**src/basic_command_decoder_params.svh**
```systemverilog
// Constant values for the basic command decoder.
`ifndef BASIC_COMMAND_DECODER_PARAMS_SVH
`define BASIC_COMMAND_DECODER_PARAMS_SVH

// Command codes on the packet link.
`define CMD_NOP          8'h00
`define CMD_SOFT_RESET   8'h01
`define CMD_READ_ID      8'h04

// Sixteen-bit command addresses on the serial interface.
`define ADDR_NOP         16'h0000
`define ADDR_SOFT_RESET  16'h0100
`define ADDR_MAKER       16'h0400
`define ADDR_VERSION     16'h0401
`define ADDR_PART        16'h0402

// Packet data type codes.
`define DT_GEN_SW1       6'h13
`define DT_GEN_SW2       6'h23
`define DT_GEN_LW        6'h29
`define DT_GEN_RD1       6'h14
`define DT_GEN_RD2       6'h24
`define DT_DCS_SW0       6'h05
`define DT_DCS_SW1       6'h15
`define DT_DCS_LW        6'h39
`define DT_DCS_RD        6'h06

// Highest maker command page that the link may reach.
`define MAX_MAKER_PAGE   8'h08

// Frames to wait after software reset before sleep-in is reached.
`define SWR_FRAMES       10

// Built-in identity bytes; the values are arbitrary.
`define DEF_MAKER        8'h5A
`define DEF_VERSION      8'h01
`define DEF_PART         8'h3C

`endif

```
**src/cmd_pkg.sv**
```systemverilog
// Types shared by the basic command decoder modules.
package cmd_pkg;

	// Sequencer states, Gray coded along the software reset path.
	typedef enum logic [2:0] {
		ST_IDLE  = 3'h0,
		ST_BLANK = 3'h1,
		ST_LOAD  = 3'h3,
		ST_WAIT  = 3'h2,
		ST_READ  = 3'h6
	} state_t;

endpackage

```
**src/id_if.sv**
```systemverilog
// Interface between the decoder and its identity byte store.
`timescale 1ns/100ps
interface id_if;
	logic       load;    // One-cycle request to reload identity bytes.
	logic [7:0] maker;   // Current maker_code.
	logic [7:0] version; // Current version_code.
	logic [7:0] part;    // Current part_code.

	modport store (input load, output maker, output version, output part);
	modport user  (output load, input maker, input version, input part);
endinterface

```
**src/id_store.sv**
```systemverilog
// Identity byte store loaded from one-time memory or built-in defaults.
`timescale 1ns/100ps
`include "basic_command_decoder_params.svh"
module id_store (
	input  wire logic       clk_i,        // System clock.
	input  wire logic       rst_i,        // Asynchronous reset, active high.
	input  wire logic       otp_written_i,// One-time memory has been written.
	input  wire logic [7:0] otp_maker_i,  // Programmed maker byte.
	input  wire logic [7:0] otp_version_i,// Programmed version byte.
	input  wire logic [7:0] otp_part_i,   // Programmed part byte.
	id_if.store             ids           // Identity bytes toward the decoder.
);

	logic [7:0] maker_q, maker_d;
	logic [7:0] version_q, version_d;
	logic [7:0] part_q, part_d;

	////////////////////////////////////////////////////////////////////////
	// A load takes programmed bytes when present, else the defaults.
	always_comb begin
		maker_d   = maker_q;
		version_d = version_q;
		part_d    = part_q;
		if (ids.load) begin
			if (otp_written_i) begin
				maker_d   = otp_maker_i;
				version_d = otp_version_i;
				part_d    = otp_part_i;
			end else begin
				maker_d   = `DEF_MAKER;
				version_d = `DEF_VERSION;
				part_d    = `DEF_PART;
			end
		end
	end

	// Reset holds the defaults until the first load after release.
	always_ff @(posedge clk_i or posedge rst_i) begin
		if (rst_i) begin
			maker_q   <= `DEF_MAKER;
			version_q <= `DEF_VERSION;
			part_q    <= `DEF_PART;
		end else begin
			maker_q   <= maker_d;
			version_q <= version_d;
			part_q    <= part_d;
		end
	end

	// Stored bytes to the decoder.
	assign ids.maker   = maker_q;
	assign ids.version = version_q;
	assign ids.part    = part_q;

endmodule // id_store

```
**src/basic_command_decoder.sv**
```systemverilog
// Decoder for no-operation, software reset and identity read commands.
`timescale 1ns/100ps
`include "basic_command_decoder_params.svh"
module basic_command_decoder #(
	parameter int SWR_FRAMES = `SWR_FRAMES // Frames of software reset wait.
) (
	input  wire logic       clk_i,          // System clock, 20 MHz.
	input  wire logic       rst_i,          // Asynchronous reset, active high.
	input  wire logic       pkt_valid_i,    // Packet link command strobe.
	input  wire logic [5:0] pkt_type_i,     // Packet data type code.
	input  wire logic [7:0] pkt_cmd_i,      // Packet command code.
	input  wire logic [7:0] page_sel_i,     // Selected command page.
	input  wire logic       ser_valid_i,    // Serial interface access strobe.
	input  wire logic       ser_write_i,    // Serial access is a write.
	input  wire logic [15:0] ser_addr_i,    // Serial command address.
	input  wire logic       rd_ready_i,     // Host takes the current byte.
	input  wire logic       partial_mode_i, // Partial display mode active.
	input  wire logic       sleep_out_busy_i,// Sleep-out sequence running.
	input  wire logic       sleep_exit_i,   // Sleep-out has been commanded.
	input  wire logic       frame_tick_i,   // One pulse per display frame.
	input  wire logic       otp_written_i,  // One-time memory is programmed.
	input  wire logic [7:0] otp_maker_i,    // Programmed maker byte.
	input  wire logic [7:0] otp_version_i,  // Programmed version byte.
	input  wire logic [7:0] otp_part_i,     // Programmed part byte.
	output logic       done_o,              // Command completed pulse.
	output logic       refused_o,           // Command refused pulse.
	output logic       page_fwd_o,          // Maker page packet accepted.
	output logic       busy_o,              // Software reset in progress.
	output logic       blank_o,             // Whole screen blanked.
	output logic       load_defaults_o,     // Reset defaults load pulse.
	output logic       sleep_in_o,          // Sleep-in mode reached.
	output logic [7:0] rd_data_o,           // Read response byte.
	output logic       rd_valid_o,          // Read response byte valid.
	output logic       rd_last_o            // Last byte of the response.
);

	// Parameter check.
	if (SWR_FRAMES < 1 || SWR_FRAMES > 255) begin : g_chk
		$error("SWR_FRAMES must lie in 1 to 255");
	end

	localparam logic [7:0] FRAMES_C = 8'(SWR_FRAMES);

	////////////////////////////////////////////////////////////////////////
	// Type checks on packet data type codes.
	function automatic logic is_write_type(input logic [5:0] t);
		return t == `DT_GEN_SW1 || t == `DT_GEN_SW2 || t == `DT_GEN_LW ||
			t == `DT_DCS_SW0 || t == `DT_DCS_SW1 || t == `DT_DCS_LW;
	endfunction

	function automatic logic is_read_type(input logic [5:0] t);
		return t == `DT_GEN_RD1 || t == `DT_GEN_RD2 || t == `DT_DCS_RD;
	endfunction

	// Packet kinds that may reach a maker command page.
	function automatic logic is_page_type(input logic [5:0] t);
		return t == `DT_GEN_SW1 || t == `DT_GEN_SW2 || t == `DT_GEN_LW ||
			t == `DT_GEN_RD1 || t == `DT_GEN_RD2 || t == `DT_DCS_SW1 ||
			t == `DT_DCS_LW || t == `DT_DCS_RD;
	endfunction

	////////////////////////////////////////////////////////////////////////
	// Identity byte store.
	id_if ids ();

	id_store u_id_store (
		.clk_i         (clk_i),
		.rst_i         (rst_i),
		.otp_written_i (otp_written_i),
		.otp_maker_i   (otp_maker_i),
		.otp_version_i (otp_version_i),
		.otp_part_i    (otp_part_i),
		.ids           (ids)
	);

	cmd_pkg::state_t st_q, st_d;
	logic [7:0] frm_q, frm_d;
	logic [1:0] idx_q, idx_d;
	logic       boot_q, boot_d;
	logic       load_q, load_d;
	logic       done_q, done_d;
	logic       refused_q, refused_d;
	logic       fwd_q, fwd_d;
	logic       blank_q, blank_d;
	logic       dflt_q, dflt_d;
	logic       sleep_q, sleep_d;
	logic [7:0] rdat_q, rdat_d;
	logic       rval_q, rval_d;
	logic       rlast_q, rlast_d;

	// Request decode, packet link first.
	logic       user_page;
	logic       req_nop;
	logic       req_swr;
	logic       req_id3;
	logic       req_id1;
	logic [1:0] req_idx;

	always_comb begin
		user_page = page_sel_i == 8'h00;
		req_nop   = 1'b0;
		req_swr   = 1'b0;
		req_id3   = 1'b0;
		req_id1   = 1'b0;
		req_idx   = 2'h0;
		if (pkt_valid_i) begin
			if (user_page && is_write_type(pkt_type_i)) begin
				req_nop = pkt_cmd_i == `CMD_NOP;
				req_swr = pkt_cmd_i == `CMD_SOFT_RESET;
			end else if (user_page && is_read_type(pkt_type_i)) begin
				req_id3 = pkt_cmd_i == `CMD_READ_ID;
			end
		end else if (ser_valid_i) begin
			if (ser_write_i && ser_addr_i == `ADDR_NOP) begin
				req_nop = 1'b1;
			end else if (ser_write_i && ser_addr_i == `ADDR_SOFT_RESET) begin
				req_swr = 1'b1;
			end else if (!ser_write_i && ser_addr_i == `ADDR_MAKER) begin
				req_id1 = 1'b1;
				req_idx = 2'h0;
			end else if (!ser_write_i && ser_addr_i == `ADDR_VERSION) begin
				req_id1 = 1'b1;
				req_idx = 2'h1;
			end else if (!ser_write_i && ser_addr_i == `ADDR_PART) begin
				req_id1 = 1'b1;
				req_idx = 2'h2;
			end
		end
	end

	// Identity byte selected by index.
	function automatic logic [7:0] id_byte(input logic [1:0] i,
		input logic [7:0] m, input logic [7:0] v, input logic [7:0] p);
		return (i == 2'h0) ? m : (i == 2'h1) ? v : p;
	endfunction

	////////////////////////////////////////////////////////////////////////
	// Sequencer next state.
	always_comb begin
		st_d      = st_q;
		frm_d     = frm_q;
		idx_d     = idx_q;
		boot_d    = 1'b0;
		load_d    = boot_q;
		done_d    = 1'b0;
		refused_d = 1'b0;
		fwd_d     = 1'b0;
		blank_d   = blank_q;
		dflt_d    = 1'b0;
		sleep_d   = sleep_q;
		rdat_d    = rdat_q;
		rval_d    = rval_q;
		rlast_d   = rlast_q;
		if (sleep_exit_i) begin
			sleep_d = 1'b0;
		end
		// Maker page packets are accepted only for listed kinds.
		if (pkt_valid_i && !(page_sel_i == 8'h00)) begin
			if (page_sel_i <= `MAX_MAKER_PAGE &&
				is_page_type(pkt_type_i) && st_q == cmd_pkg::ST_IDLE) begin
				fwd_d = 1'b1;
			end else begin
				refused_d = 1'b1;
			end
		end
		case (st_q)
			cmd_pkg::ST_IDLE: begin
				if ((req_nop || req_swr || req_id3 || req_id1) &&
					partial_mode_i) begin
					refused_d = 1'b1;
				end else if (req_nop) begin
					done_d = 1'b1;
				end else if (req_swr && sleep_out_busy_i) begin
					refused_d = 1'b1;
				end else if (req_swr) begin
					blank_d = 1'b1;
					st_d    = cmd_pkg::ST_BLANK;
				end else if (req_id3 || req_id1) begin
					idx_d   = req_id3 ? 2'h0 : req_idx;
					rdat_d  = id_byte(idx_d, ids.maker, ids.version,
						ids.part);
					rval_d  = 1'b1;
					rlast_d = req_id1 || idx_d == 2'h2;
					st_d    = cmd_pkg::ST_READ;
				end
			end
			cmd_pkg::ST_BLANK: begin
				dflt_d = 1'b1;
				load_d = 1'b1;
				st_d   = cmd_pkg::ST_LOAD;
			end
			cmd_pkg::ST_LOAD: begin
				frm_d = FRAMES_C;
				st_d  = cmd_pkg::ST_WAIT;
			end
			cmd_pkg::ST_WAIT: begin
				if (frame_tick_i) begin
					frm_d = frm_q - 8'h01;
					if (frm_q == 8'h01) begin
						sleep_d = 1'b1;
						blank_d = 1'b0;
						done_d  = 1'b1;
						st_d    = cmd_pkg::ST_IDLE;
					end
				end
			end
			cmd_pkg::ST_READ: begin
				if (rd_ready_i) begin
					if (rlast_q) begin
						rval_d  = 1'b0;
						rlast_d = 1'b0;
						done_d  = 1'b1;
						st_d    = cmd_pkg::ST_IDLE;
					end else begin
						idx_d   = idx_q + 2'h1;
						rdat_d  = id_byte(idx_d, ids.maker, ids.version,
							ids.part);
						rlast_d = idx_d == 2'h2;
					end
				end
			end
			default: begin
				st_d = cmd_pkg::ST_IDLE;
			end
		endcase
		// Anything else arriving mid-sequence is dropped and flagged.
		if (st_q != cmd_pkg::ST_IDLE &&
			(req_nop || req_swr || req_id3 || req_id1)) begin
			refused_d = 1'b1;
		end
	end

	assign ids.load = load_q;

	// Sequencer registers; boot flag requests the power-on identity load.
	always_ff @(posedge clk_i or posedge rst_i) begin
		if (rst_i) begin
			st_q      <= cmd_pkg::ST_IDLE;
			frm_q     <= 8'h00;
			idx_q     <= 2'h0;
			boot_q    <= 1'b1;
			load_q    <= 1'b0;
			done_q    <= 1'b0;
			refused_q <= 1'b0;
			fwd_q     <= 1'b0;
			blank_q   <= 1'b0;
			dflt_q    <= 1'b0;
			sleep_q   <= 1'b1;
			rdat_q    <= 8'h00;
			rval_q    <= 1'b0;
			rlast_q   <= 1'b0;
		end else begin
			st_q      <= st_d;
			frm_q     <= frm_d;
			idx_q     <= idx_d;
			boot_q    <= boot_d;
			load_q    <= load_d;
			done_q    <= done_d;
			refused_q <= refused_d;
			fwd_q     <= fwd_d;
			blank_q   <= blank_d;
			dflt_q    <= dflt_d;
			sleep_q   <= sleep_d;
			rdat_q    <= rdat_d;
			rval_q    <= rval_d;
			rlast_q   <= rlast_d;
		end
	end

	// Outputs straight from flip-flops.
	assign done_o          = done_q;
	assign refused_o       = refused_q;
	assign page_fwd_o      = fwd_q;
	assign busy_o          = blank_q; // Blank spans the whole reset run.
	assign blank_o         = blank_q;
	assign load_defaults_o = dflt_q;
	assign sleep_in_o      = sleep_q;
	assign rd_data_o       = rdat_q;
	assign rd_valid_o      = rval_q;
	assign rd_last_o       = rlast_q;

endmodule // basic_command_decoder

```
**config.mk**
```make
export PLATFORM = sky130hd
export DESIGN_NAME = basic_command_decoder
export DESIGN_NICKNAME = d
export VERILOG_FILES = /design/src/cmd_pkg.sv /design/src/id_if.sv /design/src/id_store.sv /design/src/basic_command_decoder.sv
export VERILOG_INCLUDE_DIRS = /design/src /design/src/src
export SDC_FILE = /design/constraint.sdc
export NUM_CORES = 1
export LEC_CHECK = 0
export ABC_CLOCK_PERIOD_IN_PS = 4400
export BUFFER_PORTS_ARGS = -buffer_cell sky130_fd_sc_hd__buf_2
export CORE_ASPECT_RATIO = 0.8
export CORE_UTILIZATION = 29
export CTS_CLUSTER_DIAMETER = 100
export DETAILED_ROUTE_END_ITERATION = 7
export MAX_ROUTING_LAYER = met4
export PLACE_DENSITY = 0.54
export SLEW_MARGIN = 40
export SYNTH_ARGS = -nofsm -noshare
export SYNTH_HDL_FRONTEND = slang
export SYNTH_HIERARCHICAL = 1
export SYNTH_SLANG_ARGS = --single-unit
```
**constraint.sdc**
```tcl
create_clock -name clk_i -period 4.4 [get_ports clk_i]
set_input_delay 0.88 -clock clk_i [delete_from_list [all_inputs] [get_ports clk_i]]
set_output_delay 0.88 -clock clk_i [all_outputs]
set_load 0.005 [all_outputs]
```
# --- Yosys cells after proc, flatten, opt, wreduce, memory -nomap -nowiden ---
# Index checks and enable logic that the tools add are counted.
classes:
  n_addsub: 2
  order_cmp: 1
  n_eq_ne: 36
  muxes: 107
  n_reduce_logical: 48
op_table:
  columns: ["cell", "count"]
  rows:
  - ["8-bit two-way mux", 15]
  - ["1-bit two-way mux", 60]
  - ["16-bit by 11-bit == test with 1-bit output, second input constant", 3]
  - ["8-bit case mux with 2 select lines", 2]
  - ["2-bit two-way mux", 15]
  - ["3-bit two-way mux", 9]
  - ["6-bit == test, second input constant", 4]
  - ["8-bit AND reduction", 3]
  - ["2-bit != test, second input constant", 10]
  - ["6-bit by 5-bit == test with 1-bit output, second input constant", 3]
  - ["1-bit logical OR", 17]
  - ["16-bit by 9-bit == test with 1-bit output, second input constant", 1]
  - ["8-bit by 1-bit == test with 1-bit output, second input constant", 2]
  - ["16-bit logical NOT", 1]
  - ["8-bit logical NOT", 2]
  - ["3-bit case mux with 5 select lines", 1]
  - ["7-bit AND reduction", 2]
  - ["1-bit logical AND", 13]
  - ["6-bit by 3-bit == test with 1-bit output, second input constant", 2]
  - ["8-bit by 3-bit == test with 1-bit output, second input constant", 1]
  - ["8-bit by 4-bit <= comparator with 1-bit output, second input constant", 1]
  - ["8-bit by 1-bit subtractor with 8-bit output, second input constant", 1]
  - ["3-bit by 2-bit == test with 1-bit output, second input constant", 2]
  - ["1-bit case mux with 2 select lines", 3]
  - ["15 further kinds", 21]
word_totals:
  reg_bits: 55

# --- Depth between registers and ports, before layout ---
depth:
  word_depth: 19
  depth_mapped: 8
  mapped_depth_nobuf: 8

# --- By module ---
# Netlist, hierarchy kept.
modules_own_cells:
  columns: ["mod", "instances", "cells_each", "area_each_um2", "seq_area_each_um2"]
  rows:
  - ["basic_command_decoder", 1, 300, 2560.0, 778.2]
  - ["id_store", 1, 58, 877.1, 611.8]

# --- Worst setup path after synthesis ---
# No wires, ideal clock.
synth_path:
  kind: "input -> register"
  start: "in page_sel_i[1]"
  end: "reg idx_q[1]"
  setup_time_ns: 0.125
  arrival_ns: 2.653
  required_time_ns: 4.275
  path_slack_ns: 1.622
  stages: 7
  n_path_buf: 0
  path_cell_list: "or3_4 or3_4 nor4_4 nand3_1 o221ai_4 nor2_8 mux2_4"
synth_via:
  elab_chain_len: 12
synth_lines:
  columns: ["item", "line_no", "rtl"]
  rows:
  - ["start: declaration", "basic_command_decoder.sv:12", "input wire logic [7:0] page_sel_i,"]
  - ["8-bit logical NOT (*)", "basic_command_decoder.sv:100", "user_page = page_sel_i == 8'h00;"]
  - ["1-bit logical AND", "basic_command_decoder.sv:110", "end else if (user_page && is_read_type(pkt_type_i)) begin"]
  - ["1-bit two-way mux", "basic_command_decoder.sv:110", null]
  - ["1-bit two-way mux", "basic_command_decoder.sv:107", "if (user_page && is_write_type(pkt_type_i)) begin"]
  - ["1-bit two-way mux", "basic_command_decoder.sv:106", "if (pkt_valid_i) begin"]
  - ["2-bit two-way mux", "basic_command_decoder.sv:179", "idx_d = req_id3 ? 2'h0 : req_idx;"]
  - ["2-bit two-way mux", "basic_command_decoder.sv:178", "end else if (req_id3 || req_id1) begin"]
  - ["2-bit two-way mux", "basic_command_decoder.sv:175", "end else if (req_swr) begin"]
  - ["2-bit two-way mux", "basic_command_decoder.sv:173", "end else if (req_swr && sleep_out_busy_i) begin"]
  - ["2-bit two-way mux", "basic_command_decoder.sv:171", "end else if (req_nop) begin"]
  - ["2-bit two-way mux", "basic_command_decoder.sv:168", "if ((req_nop || req_swr || req_id3 || req_id1) &&"]
  - ["2-bit case mux with 2 select lines", "basic_command_decoder.sv:166", "case (st_q)"]
  - ["end signal: assignment", "basic_command_decoder.sv:255", "idx_q <= idx_d;"]
  - ["end: declaration", "basic_command_decoder.sv:78", "logic [1:0] idx_q, idx_d;"]
# Mark *: on every way between the ends. The rest lies on a longest branch, timed or not. The select of a mux whose other input is x is not followed.
# A chain may end at the register's enable or synchronous reset.

# --- Final worst setup path ---
layout_path:
  start: "in ser_addr_i[8]"
  end: "reg rdat_q[4] (netlist: rd_data_o[4])"
layout_via:
  elab_chain_len: 19
layout_lines:
  columns: ["item", "line_no", "rtl"]
  rows:
  - ["start: declaration", "basic_command_decoder.sv:15", "input wire logic [15:0] ser_addr_i,"]
  - ["16-bit by 11-bit == test with 1-bit output (no source line)", null, null]
  - ["1-bit logical AND (no source line)", null, null]
  - ["2-bit two-way mux", "basic_command_decoder.sv:124", "end else if (!ser_write_i && ser_addr_i == `ADDR_PART) begin"]
  - ["2-bit two-way mux", "basic_command_decoder.sv:121", "end else if (!ser_write_i && ser_addr_i == `ADDR_VERSION) begin"]
  - ["2-bit two-way mux", "basic_command_decoder.sv:118", "end else if (!ser_write_i && ser_addr_i == `ADDR_MAKER) begin"]
  - ["2-bit two-way mux", "basic_command_decoder.sv:116", "end else if (ser_write_i && ser_addr_i == `ADDR_SOFT_RESET) begin"]
  - ["2-bit two-way mux", "basic_command_decoder.sv:114", "if (ser_write_i && ser_addr_i == `ADDR_NOP) begin"]
  - ["2-bit two-way mux", "basic_command_decoder.sv:113", "end else if (ser_valid_i) begin"]
  - ["[... 2 more ...]", null, null]
  - ["2-bit by 1-bit == test with 1-bit output", "basic_command_decoder.sv:134", "return (i == 2'h0) ? m : (i == 2'h1) ? v : p;"]
  - ["8-bit two-way mux (2 in series)", "basic_command_decoder.sv:134", null]
  - ["8-bit two-way mux", "basic_command_decoder.sv:178", null]
  - ["8-bit two-way mux", "basic_command_decoder.sv:175", null]
  - ["8-bit two-way mux", "basic_command_decoder.sv:173", null]
  - ["8-bit two-way mux", "basic_command_decoder.sv:171", null]
  - ["8-bit two-way mux", "basic_command_decoder.sv:168", null]
  - ["8-bit case mux with 2 select lines", "basic_command_decoder.sv:166", null]
  - ["end signal: assignment", "basic_command_decoder.sv:264", "rdat_q <= rdat_d;"]
  - ["end: declaration", "basic_command_decoder.sv:87", "logic [7:0] rdat_q, rdat_d;"]
# Several ways; a longest one is shown, not always the timed one. The select of a mux whose other input is x is not followed.

==> flow_summary.yaml <==
drt:
  routed.top_layer: "met4"
  first_iter_violations: 183
  drt-met1-wl_um: 4550
  via_count: 3101
  wl_met3_um: 543
  wl_um: 9070
  routedWlPerCell_um: 15.4
  wl_met2_um: 3900
  drc: 0
  dr.pass1.iters: 4
  viasPerCell: 5.27
  ant_nets: 0
synthesis:
  synth_fp_nets: 436
  ys_seq_area_share_pct: 40.4
  synth_common_cells: "44 x dfrtp_1, 40 x nor2_1, 20 x nor3_1"
  synth-seq-cells: 55
  syn_inst: 358
  async_flop_share_pct: 100
  netlist_area_um2: 3440
  ys_types: 68
  synth_area_per_cell_um2: 9.60
  ys_warn_count: 6
  synth_area_leader_cell: "dfrtp_1"
  synth_top_area_share_pct: 32.0
  synth_most_common_cell: "dfrtp_1"
  synthFlopType: "dfrtp_1"
  synth_area_leaders: "dfrtp_1 32%, dfstp_2 8.4%, nor2_1 4.4%"
  synth_edf_count: 0
timing:
  worst_pin_slew_ns: 0.715
  clock_skew_ns: 0.00495
  hold_viol: 0
  fmaxAchievable_mhz: 338
  finalSetupViolCount: 0
  rsz0062_at_grt: "false"
  period_needed_ns: 2.96
  drv_slew: 0
  fin_crit_sh_pct: 67.3
  tns_ns: 0
  setup_slack_ns: 1.44
  relSlewSlack_pct: 51.9
clock_network:
  root_buffer: "clkbuf_16"
  worstSkewPairLatency_ns: 0.29
  cts_hold_buf: 0
  cts_tree: "yes"
  postCtsResizedCells: 0
  postCtsSetupBuffers: 0
  clk_pin_slew_ns: 0.07
  cts_made_buffers: 5
  ctsLongestPathBuffers: 2
  htreeDepth: 2
  clock-sinks: 55
run_status:
  status: "completed"
worst_hold_path:
  whs_path_depth: 2
  min_path_type: "flop to flop"
grt:
  overflow: 0
  antenna_found_initial: 0
  grt.total_usage_pct: 15.9
  grt_pass1_vias: 3004
  grt_first_pass_wirelength_um: 14800
  grt_max_degree: 32
cells_and_area:
  final_cells: 588
  fillCellCount: 1206
  num-nets-final: 517
  areaGrowthSynthToFinish_pct: 20.4
  drive_gt1_share_pct: 31.1
  diodes: 0
critical_path:
  cp.depth: 8
  required_ns: 4.58
  worstSetupEndpointType: "flop"
  critPathBufInv: 2
  cpMaxStageDelayCell: "or4_1"
  crit_fanout: 13
  ff2ff_path_depth: 5
  crit_chain: "buf_2 > inv_1 > nand3_1 > o22a_2 > or4_1 > o221ai_4 > nor2_8 > mux2_4"
  slowest_delay_ns: 0.53
  start_kind: "input pin"
  crit_type: "input pin to flop"
  critPathTopFamily: "simple AND/OR/NAND/NOR gates"
  worstPathArrival_ns: 3.14
placed_design:
  placedCellCount: 580
  dpl.hpwl_um: 6890
  place_ws_ns: 1.15
  gp_congestion: 0.757
  io_buffer_count: 89
floorplan:
  start_util_pct: 29.8
  coreArea_um2: 11500
  ios: 90
  die_w_um: 124
  die_area_um2: 12300
  dieHeight_um: 99.4
  rows: 35
power_and_ir_drop:
  powerDensity_nw_per_um2: 321
  ir_drop_mv: 0.133
  power_leakage_nw: 1.86
run:
  drv_cap: 0
cells in the final DEF, fill, tap and decap left out, types with 5 or more instances in the layout:
master | synthesis | routed
nor2_1 | 40 | 40
inv_1 | 19 | 18
mux2i_1 | 10 | 10
a22o_1 | 16 | 16
o22ai_1 | 8 | 8
nor4_1 | 10 | 10
ha_1 | 5 | 5
o21ai_0 | 12 | 12
dfstp_2 | 11 | 11
o221ai_1 | 7 | 7
mux2_4 | 9 | 9
a21oi_1 | 19 | 19
nor3b_1 | 5 | 5
nor3_1 | 20 | 20
buf_2 | 3 | 89
or4_1 | 5 | 5
dfrtp_1 | 44 | 44
clkbuf_16 | 0 | 5
nand3_1 | 10 | 10
o22a_1 | 10 | 10
nand2_1 | 17 | 17
routing by layer:
layer,up-vias,track usage [%]
li1,1515,-
met1,1477,22.2
met2,104,24.0
met3,5,2.29
met4,0,3.80
met5,-,-
state kept, by name, summed over array words and instances, names as in the netlist:
register,cells
refused_o,1
sleep_in_o,1
u_id_store/ids.version,8
rd_data_o,8
boot_q,1
load_defaults_o,1
blank_o,1
done_o,1
rd_valid_o,1
ids.load,1
rd_last_o,1
frm_q,8
u_id_store/ids.maker,8
idx_q,2
page_fwd_o,1
u_id_store/ids.part,8
st_q,3
cell type report:
cell class / count / area (um2) / share of cell area (%)
tap: 148 / 185 / 4.47
clock inverter: 1 / 7.51 / 0.181
inverter: 19 / 71.3 / 1.72
multi-input combinational: 267 / 1870 / 45.2
sequential: 55 / 1390 / 33.6
clock buffer: 7 / 153 / 3.69
timing repair buffer: 91 / 460 / 11.1
worst min-delay path, delay by kind of cell (launching register included):
kind | cells | cell delay (ns)
buf+inv | 1 | 0.04
flops | 1 | 0.37
compound gates | 1 | 0.08
final timing paths:
kind	startpoint	end	slack, ns
max	ser_addr_i[8]	rd_data_o[4]$_DFFE_PP0P_	1.44
min	sleep_in_o$_DFF_PP1_	sleep_in_o$_DFF_PP1_	0.49
max reg2reg	st_q[0]$_DFFE_PP0P_	rd_data_o[4]$_DFFE_PP0P_	2.01
min reg2reg	sleep_in_o$_DFF_PP1_	sleep_in_o$_DFF_PP1_	0.49
max in group asynchronous	rst_i	sleep_in_o$_DFF_PP1_	3.39
min in group asynchronous	rst_i	u_id_store/ids.maker[2]$_DFFE_PP0P_	0.62
where the power goes:
part | total [mW] | switching [mW] | internal (mW) | leakage [nW]
clock network | 0.431 | 0.188 | 0.243 | 0.0761
logic | 0.267 | 0.152 | 0.115 | 1.09
registers | 0.632 | 0.0595 | 0.572 | 0.694
total | 1.33 | 0.400 | 0.930 | 1.86
logic make-up after synthesis:
family / Yosys count / share of synthesized area [%]
muxes: 20 / 7.17
other: 1 / 0.109
DFF: 55 / 40.4
and+or+nand+nor: 132 / 20.9
buffers and inverters: 36 / 5.10
adders and majority gates: 6 / 2.11
AOI/OAI and AO/OA: 102 / 22.7
xor gates and xnor gates: 6 / 1.53
metrics by stage:
step	hold WS [ns]	instance area (um2)	power, mW	utilization [%]
2_1_floorplan	0.468	3440	0.807	-
3_3_place_gp	0.471	3980	0.897	34.5
3_5_place_dp	0.475	3980	0.907	34.5
4_1_cts	0.490	4140	1.34	35.9
5_1_grt	0.526	4140	1.41	35.9
6_report	0.490	4140	1.33	35.9
Note: power is estimated with default switching activity, not from simulation.
